$ cat src/logic/lsed_pkg.sv
// constants shared by the serial error detection block
package lsed_pkg;
    localparam int NFLAG = 9;
    localparam int F_PE = 0;
    localparam int F_OE = 1;
    localparam int F_FE = 2;
    localparam int F_PBE = 3;
    localparam int F_NRE = 4;
    localparam int F_BE = 5;
    localparam int F_CE = 6;
    localparam int F_ISF = 7;
    localparam int F_BRK = 8;
    localparam int GCR1_PAR_BIT = 2;
    localparam int RXST_BRK_BIT = 5;
    localparam int DIV_W = 16;
    localparam int FRM_W = 10;
    localparam int VEC_W = 4;
    localparam logic [3:0] BRK_BITS = 4'hA;
    localparam logic [3:0] VEC_NONE = 4'h0;
    localparam logic [7:0] CHK_GOOD = 8'hFF;
    localparam logic [8:0] FLAGS_RST = 9'h000;
    localparam logic [7:0] RXST_RST = 8'h00;
    localparam logic [7:0] BYTE_RST = 8'h00;
endpackage

$ cat src/logic/lsed_core_if.sv
// signals between the top and its divider and checksum units
interface lsed_core_if;
    logic [lsed_pkg::DIV_W-1:0] div_value;
    logic bit_tick;
    logic chk_byte_valid;
    logic [7:0] chk_byte;
    logic chk_is_pid;
    logic chk_is_last;
    logic chk_enhanced;
    logic chk_err;
    modport top_mp (output div_value, chk_byte_valid, chk_byte, chk_is_pid, chk_is_last, chk_enhanced,
                    input bit_tick, chk_err);
    modport div_mp (input div_value, output bit_tick);
    modport chk_mp (input chk_byte_valid, chk_byte, chk_is_pid, chk_is_last, chk_enhanced, output chk_err);
endinterface

$ cat src/logic/lsed_bit_div.sv
// bit period divider: one-cycle tick every div_value+1 clocks
module lsed_bit_div
(
    input wire logic core_clk,
    input wire logic nrst,
    lsed_core_if.div_mp cif
);
    logic [lsed_pkg::DIV_W-1:0] cnt_ff;
    logic tick_ff;
    wire cnt_zero = (cnt_ff == '0);
    wire [lsed_pkg::DIV_W-1:0] nxt_cnt = cnt_zero ? cif.div_value : cnt_ff - 1'b1;

    always_ff @(posedge core_clk or negedge nrst)
    begin
        if (!nrst)
        begin
            cnt_ff <= '0;
            tick_ff <= 1'b0;
        end
        else
        begin
            cnt_ff <= nxt_cnt;
            tick_ff <= cnt_zero;
        end
    end

    assign cif.bit_tick = tick_ff;
endmodule // lsed_bit_div

$ cat src/logic/lsed_chk_unit.sv
// frame checksum accumulator with carry wrap, classic or enhanced
module lsed_chk_unit
(
    input wire logic core_clk,
    input wire logic nrst,
    lsed_core_if.chk_mp cif
);
    logic [7:0] sum_ff;
    logic err_ff;
    wire [8:0] wide_sum = {1'b0, sum_ff} + {1'b0, cif.chk_byte};
    wire [7:0] carry_sum = wide_sum[7:0] + {7'h00, wide_sum[8]};
    // enhanced sum seeds with the protected id, classic starts empty
    wire [7:0] seed = cif.chk_enhanced ? cif.chk_byte : 8'h00;
    wire [7:0] nxt_sum = cif.chk_is_pid ? seed : (cif.chk_is_last ? 8'h00 : carry_sum);
    wire nxt_err = cif.chk_byte_valid && cif.chk_is_last && (carry_sum != lsed_pkg::CHK_GOOD);

    always_ff @(posedge core_clk or negedge nrst)
    begin
        if (!nrst)
        begin
            sum_ff <= lsed_pkg::BYTE_RST;
            err_ff <= 1'b0;
        end
        else
        begin
            if (cif.chk_byte_valid)
                sum_ff <= nxt_sum;
            err_ff <= nxt_err;
        end
    end

    assign cif.chk_err = err_ff;
endmodule // lsed_chk_unit

$ cat src/logic/lsed_top.sv
// serial and line-bus receive/transmit error detection
//
// Functional notes
// - received character with bad parity sets the parity flag when parity is on
// - address-bit mode folds the address bit into the parity sum
// - idle-line mode takes parity over data bits only
// - parity error when count of ones disagrees with the parity bit
// - parity enable bit 2 low forces the parity flag to zero
// - parity flag reaches the interrupt only with its enable set
// - new character over an unread one overwrites it and flags overrun when enabled
// - missing stop bit flags framing error when enabled
// - break phase seen high at the bit monitor flags a physical bus error
// - delimiter phase seen low flags a physical bus error
// - response not done within max frame time flags no-response
// - reading the no-response vector offset clears that flag
// - readback differing from driven level while sending flags bit error when enabled
// - wrong received frame checksum sets the checksum flag
// - checksum type picks classic or enhanced summing
// - reading the checksum vector offset clears that flag
// - identifier parity bits checked with mixed even/odd rule when parity on
// - identifier with bad parity is marked invalid
// - line low ten bit periods after missing stop bit is a break
// - break sets receive status bit 5 and interrupts when its enable bit 8 is set
module lsed_top
(
    input wire logic core_clk,
    input wire logic nrst,
    input wire logic receive_line,
    input wire logic [7:0] global_control_one,
    input wire logic parity_odd,
    input wire logic addr_bit_mode,
    input wire logic checksum_type_select,
    input wire logic [8:0] interrupt_enable_set_reg,
    input wire logic [15:0] bit_divisor,
    input wire logic [9:0] max_frame_time,
    input wire logic rx_char_valid,
    input wire logic [7:0] rx_data,
    input wire logic rx_addr_bit,
    input wire logic rx_parity_bit,
    input wire logic rx_stop_fail,
    input wire logic rx_buf_read,
    input wire logic tx_active,
    input wire logic tx_level,
    input wire logic hdr_break_phase,
    input wire logic hdr_delim_phase,
    input wire logic header_done,
    input wire logic response_done,
    input wire logic frame_byte_valid,
    input wire logic [7:0] frame_byte,
    input wire logic frame_byte_is_pid,
    input wire logic frame_byte_is_last,
    input wire logic [8:0] flag_clear,
    input wire logic vector_read,
    output logic [8:0] error_flags,
    output logic parity_error_flag,
    output logic break_detect_flag,
    output logic [7:0] receive_status_reg,
    output logic error_irq,
    output logic [3:0] interrupt_vector_offset_regs,
    output logic [7:0] rx_buffer,
    output logic rx_full,
    output logic id_valid,
    output logic [5:0] id_value
);
    ////////////////////////////////////////////////////////////////////////////////
    // helper units
    lsed_core_if cif ();

    assign cif.div_value = bit_divisor;
    assign cif.chk_byte_valid = frame_byte_valid;
    assign cif.chk_byte = frame_byte;
    assign cif.chk_is_pid = frame_byte_is_pid;
    assign cif.chk_is_last = frame_byte_is_last;
    assign cif.chk_enhanced = checksum_type_select;

    lsed_bit_div u_div
    (
        .core_clk(core_clk),
        .nrst(nrst),
        .cif(cif.div_mp)
    );

    lsed_chk_unit u_chk
    (
        .core_clk(core_clk),
        .nrst(nrst),
        .cif(cif.chk_mp)
    );

    wire tick = cif.bit_tick;

    ////////////////////////////////////////////////////////////////////////////////
    // line synchroniser
    logic rx_meta_ff;
    logic rx_sync_ff;

    always_ff @(posedge core_clk or negedge nrst)
    begin
        if (!nrst)
        begin
            rx_meta_ff <= 1'b1;
            rx_sync_ff <= 1'b1;
        end
        else
        begin
            rx_meta_ff <= receive_line;
            rx_sync_ff <= rx_meta_ff;
        end
    end

    ////////////////////////////////////////////////////////////////////////////////
    // character checks
    logic rx_full_ff;
    logic [7:0] rx_buf_ff;
    wire parity_en = global_control_one[lsed_pkg::GCR1_PAR_BIT];
    wire addr_term = addr_bit_mode & rx_addr_bit;
    wire ones_odd = (^rx_data) ^ addr_term ^ rx_parity_bit;
    wire par_bad = parity_odd ? ~ones_odd : ones_odd;
    wire set_pe = rx_char_valid & parity_en & par_bad;
    wire set_oe = rx_char_valid & rx_full_ff & interrupt_enable_set_reg[lsed_pkg::F_OE];
    wire set_fe = rx_stop_fail & interrupt_enable_set_reg[lsed_pkg::F_FE];

    // new data always overwrites; a read in the same cycle leaves the new one unread
    always_ff @(posedge core_clk or negedge nrst)
    begin
        if (!nrst)
        begin
            rx_full_ff <= 1'b0;
            rx_buf_ff <= lsed_pkg::BYTE_RST;
        end
        else
        begin
            if (rx_char_valid)
                rx_buf_ff <= rx_data;
            rx_full_ff <= rx_char_valid | (rx_full_ff & ~rx_buf_read);
        end
    end

    ////////////////////////////////////////////////////////////////////////////////
    // identifier parity
    wire pid_p0 = frame_byte[0] ^ frame_byte[1] ^ frame_byte[2] ^ frame_byte[4];
    wire pid_p1 = ~(frame_byte[1] ^ frame_byte[3] ^ frame_byte[4] ^ frame_byte[5]);
    wire pid_bad = (pid_p0 != frame_byte[6]) | (pid_p1 != frame_byte[7]);
    wire pid_take = frame_byte_valid & frame_byte_is_pid;
    wire set_isf = pid_take & parity_en & pid_bad;

    logic id_valid_ff;
    logic [5:0] id_value_ff;

    always_ff @(posedge core_clk or negedge nrst)
    begin
        if (!nrst)
        begin
            id_valid_ff <= 1'b0;
            id_value_ff <= 6'h00;
        end
        else if (pid_take)
        begin
            id_valid_ff <= ~set_isf;
            id_value_ff <= frame_byte[5:0];
        end
    end

    ////////////////////////////////////////////////////////////////////////////////
    // bit monitor during transmission and header
    // driven side delayed two clocks so it lines up with the synchronised readback
    logic [3:0] drv_d1_ff;
    logic [3:0] drv_d2_ff;

    always_ff @(posedge core_clk or negedge nrst)
    begin
        if (!nrst)
        begin
            drv_d1_ff <= 4'h0;
            drv_d2_ff <= 4'h0;
        end
        else
        begin
            drv_d1_ff <= {tx_active, tx_level, hdr_break_phase, hdr_delim_phase};
            drv_d2_ff <= drv_d1_ff;
        end
    end

    wire drv_active = drv_d2_ff[3];
    wire drv_level = drv_d2_ff[2];
    wire drv_break = drv_d2_ff[1];
    wire drv_delim = drv_d2_ff[0];
    wire mon_diff = drv_active & tick & (rx_sync_ff != drv_level);
    wire set_be = mon_diff & interrupt_enable_set_reg[lsed_pkg::F_BE];
    wire brk_stuck = drv_break & tick & rx_sync_ff;
    wire dlm_stuck = drv_delim & tick & ~rx_sync_ff;
    wire set_pbe = brk_stuck | dlm_stuck;

    ////////////////////////////////////////////////////////////////////////////////
    // break detection after a missing stop bit
    logic brk_arm_ff;
    logic [3:0] brk_cnt_ff;
    wire brk_last = (brk_cnt_ff == lsed_pkg::BRK_BITS - 4'h1);
    wire set_brk = brk_arm_ff & tick & ~rx_sync_ff & brk_last;
    wire brk_abort = brk_arm_ff & rx_sync_ff;

    always_ff @(posedge core_clk or negedge nrst)
    begin
        if (!nrst)
        begin
            brk_arm_ff <= 1'b0;
            brk_cnt_ff <= 4'h0;
        end
        else if (rx_stop_fail)
        begin
            brk_arm_ff <= 1'b1;
            brk_cnt_ff <= 4'h0;
        end
        else if (brk_abort | set_brk)
            brk_arm_ff <= 1'b0;
        else if (brk_arm_ff & tick)
            brk_cnt_ff <= brk_cnt_ff + 4'h1;
    end

    ////////////////////////////////////////////////////////////////////////////////
    // response timeout after a sent header
    logic nre_run_ff;
    logic [lsed_pkg::FRM_W-1:0] frm_cnt_ff;
    wire [lsed_pkg::FRM_W-1:0] frm_inc = frm_cnt_ff + 1'b1;
    wire set_nre = nre_run_ff & ~response_done & tick & (frm_inc >= max_frame_time);

    always_ff @(posedge core_clk or negedge nrst)
    begin
        if (!nrst)
        begin
            nre_run_ff <= 1'b0;
            frm_cnt_ff <= '0;
        end
        else if (header_done)
        begin
            nre_run_ff <= 1'b1;
            frm_cnt_ff <= '0;
        end
        else if (response_done | set_nre)
            nre_run_ff <= 1'b0;
        else if (nre_run_ff & tick)
            frm_cnt_ff <= frm_inc;
    end

    ////////////////////////////////////////////////////////////////////////////////
    // sticky flags and interrupt vector
    logic [8:0] flags_ff;
    logic [3:0] vec_ff;
    logic irq_ff;
    logic [3:0] nxt_vec;
    wire [8:0] set_vec = {set_brk, set_isf, cif.chk_err, set_be, set_nre, set_pbe, set_fe, set_oe, set_pe};
    wire [8:0] pend = flags_ff & interrupt_enable_set_reg;
    wire vec_hit = vector_read & (vec_ff != lsed_pkg::VEC_NONE);
    wire [3:0] vec_idx = vec_ff - 4'h1;
    wire [8:0] par_off = {8'h00, ~parity_en};

    always_comb
    begin
        nxt_vec = lsed_pkg::VEC_NONE;
        for (int i = lsed_pkg::NFLAG - 1; i >= 0; i--)
            if (pend[i])
                nxt_vec = 4'(i + 1);
    end

    wire [8:0] nxt_flags;

    genvar g;
    generate
        for (g = 0; g < lsed_pkg::NFLAG; g++)
        begin : g_flag
            wire clr = flag_clear[g] | (vec_hit & (vec_idx == 4'(g))) | par_off[g];
            assign nxt_flags[g] = set_vec[g] | (flags_ff[g] & ~clr);
        end
    endgenerate

    always_ff @(posedge core_clk or negedge nrst)
    begin
        if (!nrst)
            flags_ff <= lsed_pkg::FLAGS_RST;
        else
            flags_ff <= nxt_flags;
    end

    always_ff @(posedge core_clk or negedge nrst)
    begin
        if (!nrst)
        begin
            vec_ff <= lsed_pkg::VEC_NONE;
            irq_ff <= 1'b0;
        end
        else
        begin
            vec_ff <= vec_hit ? lsed_pkg::VEC_NONE : nxt_vec;
            irq_ff <= |pend;
        end
    end

    assign error_flags = flags_ff;
    assign parity_error_flag = flags_ff[lsed_pkg::F_PE];
    assign break_detect_flag = flags_ff[lsed_pkg::F_BRK];
    assign receive_status_reg = {2'b00, flags_ff[lsed_pkg::F_BRK], 5'h00};
    assign error_irq = irq_ff;
    assign interrupt_vector_offset_regs = vec_ff;
    assign rx_buffer = rx_buf_ff;
    assign rx_full = rx_full_ff;
    assign id_valid = id_valid_ff;
    assign id_value = id_value_ff;
endmodule // lsed_top

$ cat config.mk
export PLATFORM = sky130hd
export DESIGN_NAME = lsed_top
export DESIGN_NICKNAME = d
export VERILOG_FILES = /design/src/logic/lsed_pkg.sv /design/src/logic/lsed_core_if.sv /design/src/logic/lsed_bit_div.sv /design/src/logic/lsed_chk_unit.sv /design/src/logic/lsed_top.sv
export SDC_FILE = /design/constraint.sdc
export NUM_CORES = 1
export LEC_CHECK = 0
export BUFFER_PORTS_ARGS = -buffer_cell sky130_fd_sc_hd__buf_2
export CAP_MARGIN = 20
export CORE_UTILIZATION = 53
export DETAILED_ROUTE_END_ITERATION = 12
export PLACE_DENSITY = 0.88
export SETUP_SLACK_MARGIN = 0.5
export SYNTH_ARGS = -nofsm -noshare
export SYNTH_HDL_FRONTEND = slang
export SYNTH_SLANG_ARGS = --single-unit
export TNS_END_PERCENT = 100
$ cat constraint.sdc
create_clock -name core_clk -period 8.5 [get_ports core_clk]
set_input_delay 0.425 -clock core_clk [delete_from_list [all_inputs] [get_ports core_clk]]
set_output_delay 0.425 -clock core_clk [all_outputs]
set_load 0.02 [all_outputs]
==> impl_results.md <==
- Worst slew pin tran: 0.964 ns
- Total clock sinks: 82
- Ranking of synthesized cells by area: dfrtp_1 (42%), ha_1 (6.8%), xnor2_1 (5.8%), mux2_2 (4.4%), nor2_1 (3.7%)
- Final hold vios: 0
- Crit path required time: about 8.7 ns
- Ys flop type: dfrtp_1
- Internal reg-to-reg setup slack: approximately 5 ns
- Crit path max-delay cell type: dfrtp_1
- Detailed placement HPWL: a little under 8000 um
- Dpl cells: slightly below 700
- Final std cells w/o fill: around 700
- Synth-to-layout area growth: 17.5%
- Root Driver: clkbuf_8
- Design area: 5660 um^2
- Clock Latency Late Sink: approximately 0.34 ns
- Post CTS Setup Buffer Count: 0
- Arrival @ worst endpoint: 3.60 ns
- Routed Antenna Nets: 0
- Htree depth: 3
- First-pass GRT wire length: between 15000 and 20000 um
- Asr flop ratio synth: 100%
- PwrDens: 185 nW/um^2
- RSZ-0062 raised after global routing: false
- LEAKAGE: 2.75 nW
- Vias per cell: 5.43
- Remaining DRCs: 0
- Starting Density: a little over half
- Total number of vias: 3860
- Hold path depth: 1
- Synth Area in Adders: 7.17%
- Largest net degree at the start of global routing: 83
- Drt total wl: just over 10000 um
- Min Tclk post-route: between 3 and 4 ns
- Worst Setup End Kind: flop
- CP cell instances: ha_1 -> nand3_1 -> or2_2 -> xnor2_1 -> ha_1 -> a21o_1 -> a2111oi_4 -> o31ai_2 -> buf_6 -> a2111oi_4 -> mux2_1
- Share of cells above drive strength 1: between 20% and 30%
- Die span in x: ~97 um
- Mapped Cells: approximately 500
- Die ar.: roughly 9500 um^2
- Hold WC Path Type: input pin to flop
- CP max stage delay: 0.42 ns
- Final cycle utilization of the critical path: 39.7%
- Synth area leader: dfrtp_1
- MaxCap Viol Count: 0
- Max clock buf depth: 2
- Yosys top cell area share: around two fifths
- Die height: 97.3 um
- Total Nets Final: just over 700
- I/O pin cnt: about 130
- Resized cells post-CTS: 0
- Final setup fails: 0
- R2R cell count: 11
- Status: finished, final reports clean
- Clock slew at reported path FFs: roughly 0.080 ns
- Synth Cell Area: ~4800 um^2
- Number of DRC markers in iteration 0: between 100 and 150
- Compound-Gate Fraction of Synth Area: about 15%
- GRT Util Overall: 23.1%
- Mux contribution to synthesized area: under 10%
- Number of flops mapped to enable cells by yosys: 0
- Post-synthesis sequential area ratio: 42.7%
- Setup_tns: 0 ns
- Total power: 1.05 mW
- Grt ovf: 0
- CTS buffer count: 9
- WL/cell: ~15 um
- Syn. warnings: 0
- Largest family of logic cells by synthesized area: simple AND/OR/NAND/NOR gates
- Rows: 34
- First-pass DRT Iterations: 4
- Final Wtd Congestion: between 0.8 and 0.9
- TritonCTS clock tree: built
- Synth Area in Simple Gates: 16.5%
- Core area: ~9000 um^2
- Crit path max fanout: 8
- Max_slew headroom: 35.7%
- Syn Area/Cell: between 9 and 10 um^2
- Worst Slack Setup Final: approximately 5.1 ns
- DP Area: ~5400 um^2
- Post-synthesis xor/xnor area fraction: between 8 and 9%
- Startpoint Class: flop
- Port bufs: around 110
- Via count of the first global-routing pass: between 3000 and 4000
- Initial antenna violation count: 1
- Flops & latches, synth: 82
- CP Class: flop to flop
- Final clock skew: around 0.011 ns
- Peak supply drop: approximately 0.00013 V
- Fmax: around 300 MHz
- Library cells used by synthesis: 55
- Setup WS pre-CTS: about 5 ns
- Slew Limit Fails: 0
[power breakdown]
| part | switching, mW | internal [mW] |
|---|---|---|
| Sequential | 0.0467 | 0.442 |
| Combinational | 0.154 | 0.126 |
| Clock | 0.136 | 0.144 |
[worst paths after layout]
| check | start | endpoint |
|---|---|---|
| worst max-delay path | frm_cnt_ff[0] | frm_cnt_ff[5] |
| worst min-delay path | receive_line | rx_meta_ff |
| worst max register to register | frm_cnt_ff[0] | frm_cnt_ff[5] |
| worst min register to register | rx_meta_ff | rx_sync_ff |
| max in group asynchronous | nrst | rx_sync_ff |
| min in group asynchronous | nrst | error_irq |
[kinds of logic after synthesis]
family / Yosys count
mux: 24
other cells: 1
flops: 82
xor+xnor: 46
buf+inv: 50
compound gates: 96
simple gates: 160
fa+ha+maj: 27
[registers in the layout, indices dropped and copies added (netlist names), 4 cells and up]
register,flops
frm_cnt_ff,10
drv_d2_ff,4
brk_cnt_ff,4
u_div.cnt_ff,16
rx_buffer,8
error_flags,9
interrupt_vector_offset_regs,4
id_value,6
u_chk.sum_ff,8
drv_d1_ff,4
[final cells by class]
| type | count | area, um^2 |
|---|---|---|
| Fill cell | 739 | 3100 |
| Inverter | 27 | 101 |
| Clock buffer | 12 | 145 |
| Antenna cell | 1 | 2.50 |
| Clock inverter | 4 | 51.3 |
| Timing Repair Buffer | 117 | 622 |
| Multi-Input combinational cell | 360 | 2550 |
| Tap cell | 108 | 135 |
| Sequential cell | 82 | 2050 |
[synth_stat cells (10+ instances only)]
cell	number
o21ai_0	11
a21oi_1	28
nor2b_1	11
dfrtp_1	80
ha_1	26
mux2_2	19
nand3_1	19
nand2_1	32
nor2_1	47
inv_1	27
xor2_1	14
xnor2_1	32
buf_4	10
nor3_1	10
[layer usage]
metal  wire length (um)  GRT usage [%]  up-vias
met5                  0              0        -
met4                181           9.16        0
met3                584           4.82       16
met2               5050           38.6      118
met1               4550           29.5     1819
li1                   -              -     1907
[layout by cell type, fill, tap and decap left out, types with 7 or more instances in the layout]
master | netlist | layout
a21o_1 | 8 | 8
a21oi_1 | 28 | 28
buf_2 | 2 | 113
clkbuf_8 | 0 | 10
conb_1 | 1 | 7
dfrtp_1 | 80 | 80
ha_1 | 26 | 26
inv_1 | 27 | 27
mux2_2 | 19 | 19
nand2_1 | 32 | 32
nand3_1 | 19 | 19
nand3b_1 | 8 | 8
nor2_1 | 47 | 47
nor2b_1 | 11 | 11
nor3_1 | 10 | 10
o21ai_0 | 11 | 11
xnor2_1 | 32 | 32
xor2_1 | 14 | 14
[worst max-delay path, delay by kind of cell (launching register included)]
family                   cells  cell delay, ns
AND/OR/NAND/NOR              2            0.52
adder cells (fa/ha/maj)      2            0.55
multiplexers                 1            0.36
flip-flops                   1            0.42
AO/OA/AOI/OAI                4            1.06
XOR/XNOR                     1            0.14
buffers and inverters        1            0.20
[timing repair]
item	in CTS	in global routing
endpoints found under the hold margin	0	4
hold buffers	0	1
endpoints found under the setup margin	0	0
[stage by stage]
step           utilization [%]  hold WS (ns)
2_1_floorplan                -         0.129
3_3_place_gp              61.8         0.336
3_5_place_dp              61.9         0.342
4_1_cts                   64.1         0.164
5_1_grt                   64.5         0.162
6_report                  64.6         0.186
Power figures use the tool's default switching activity.
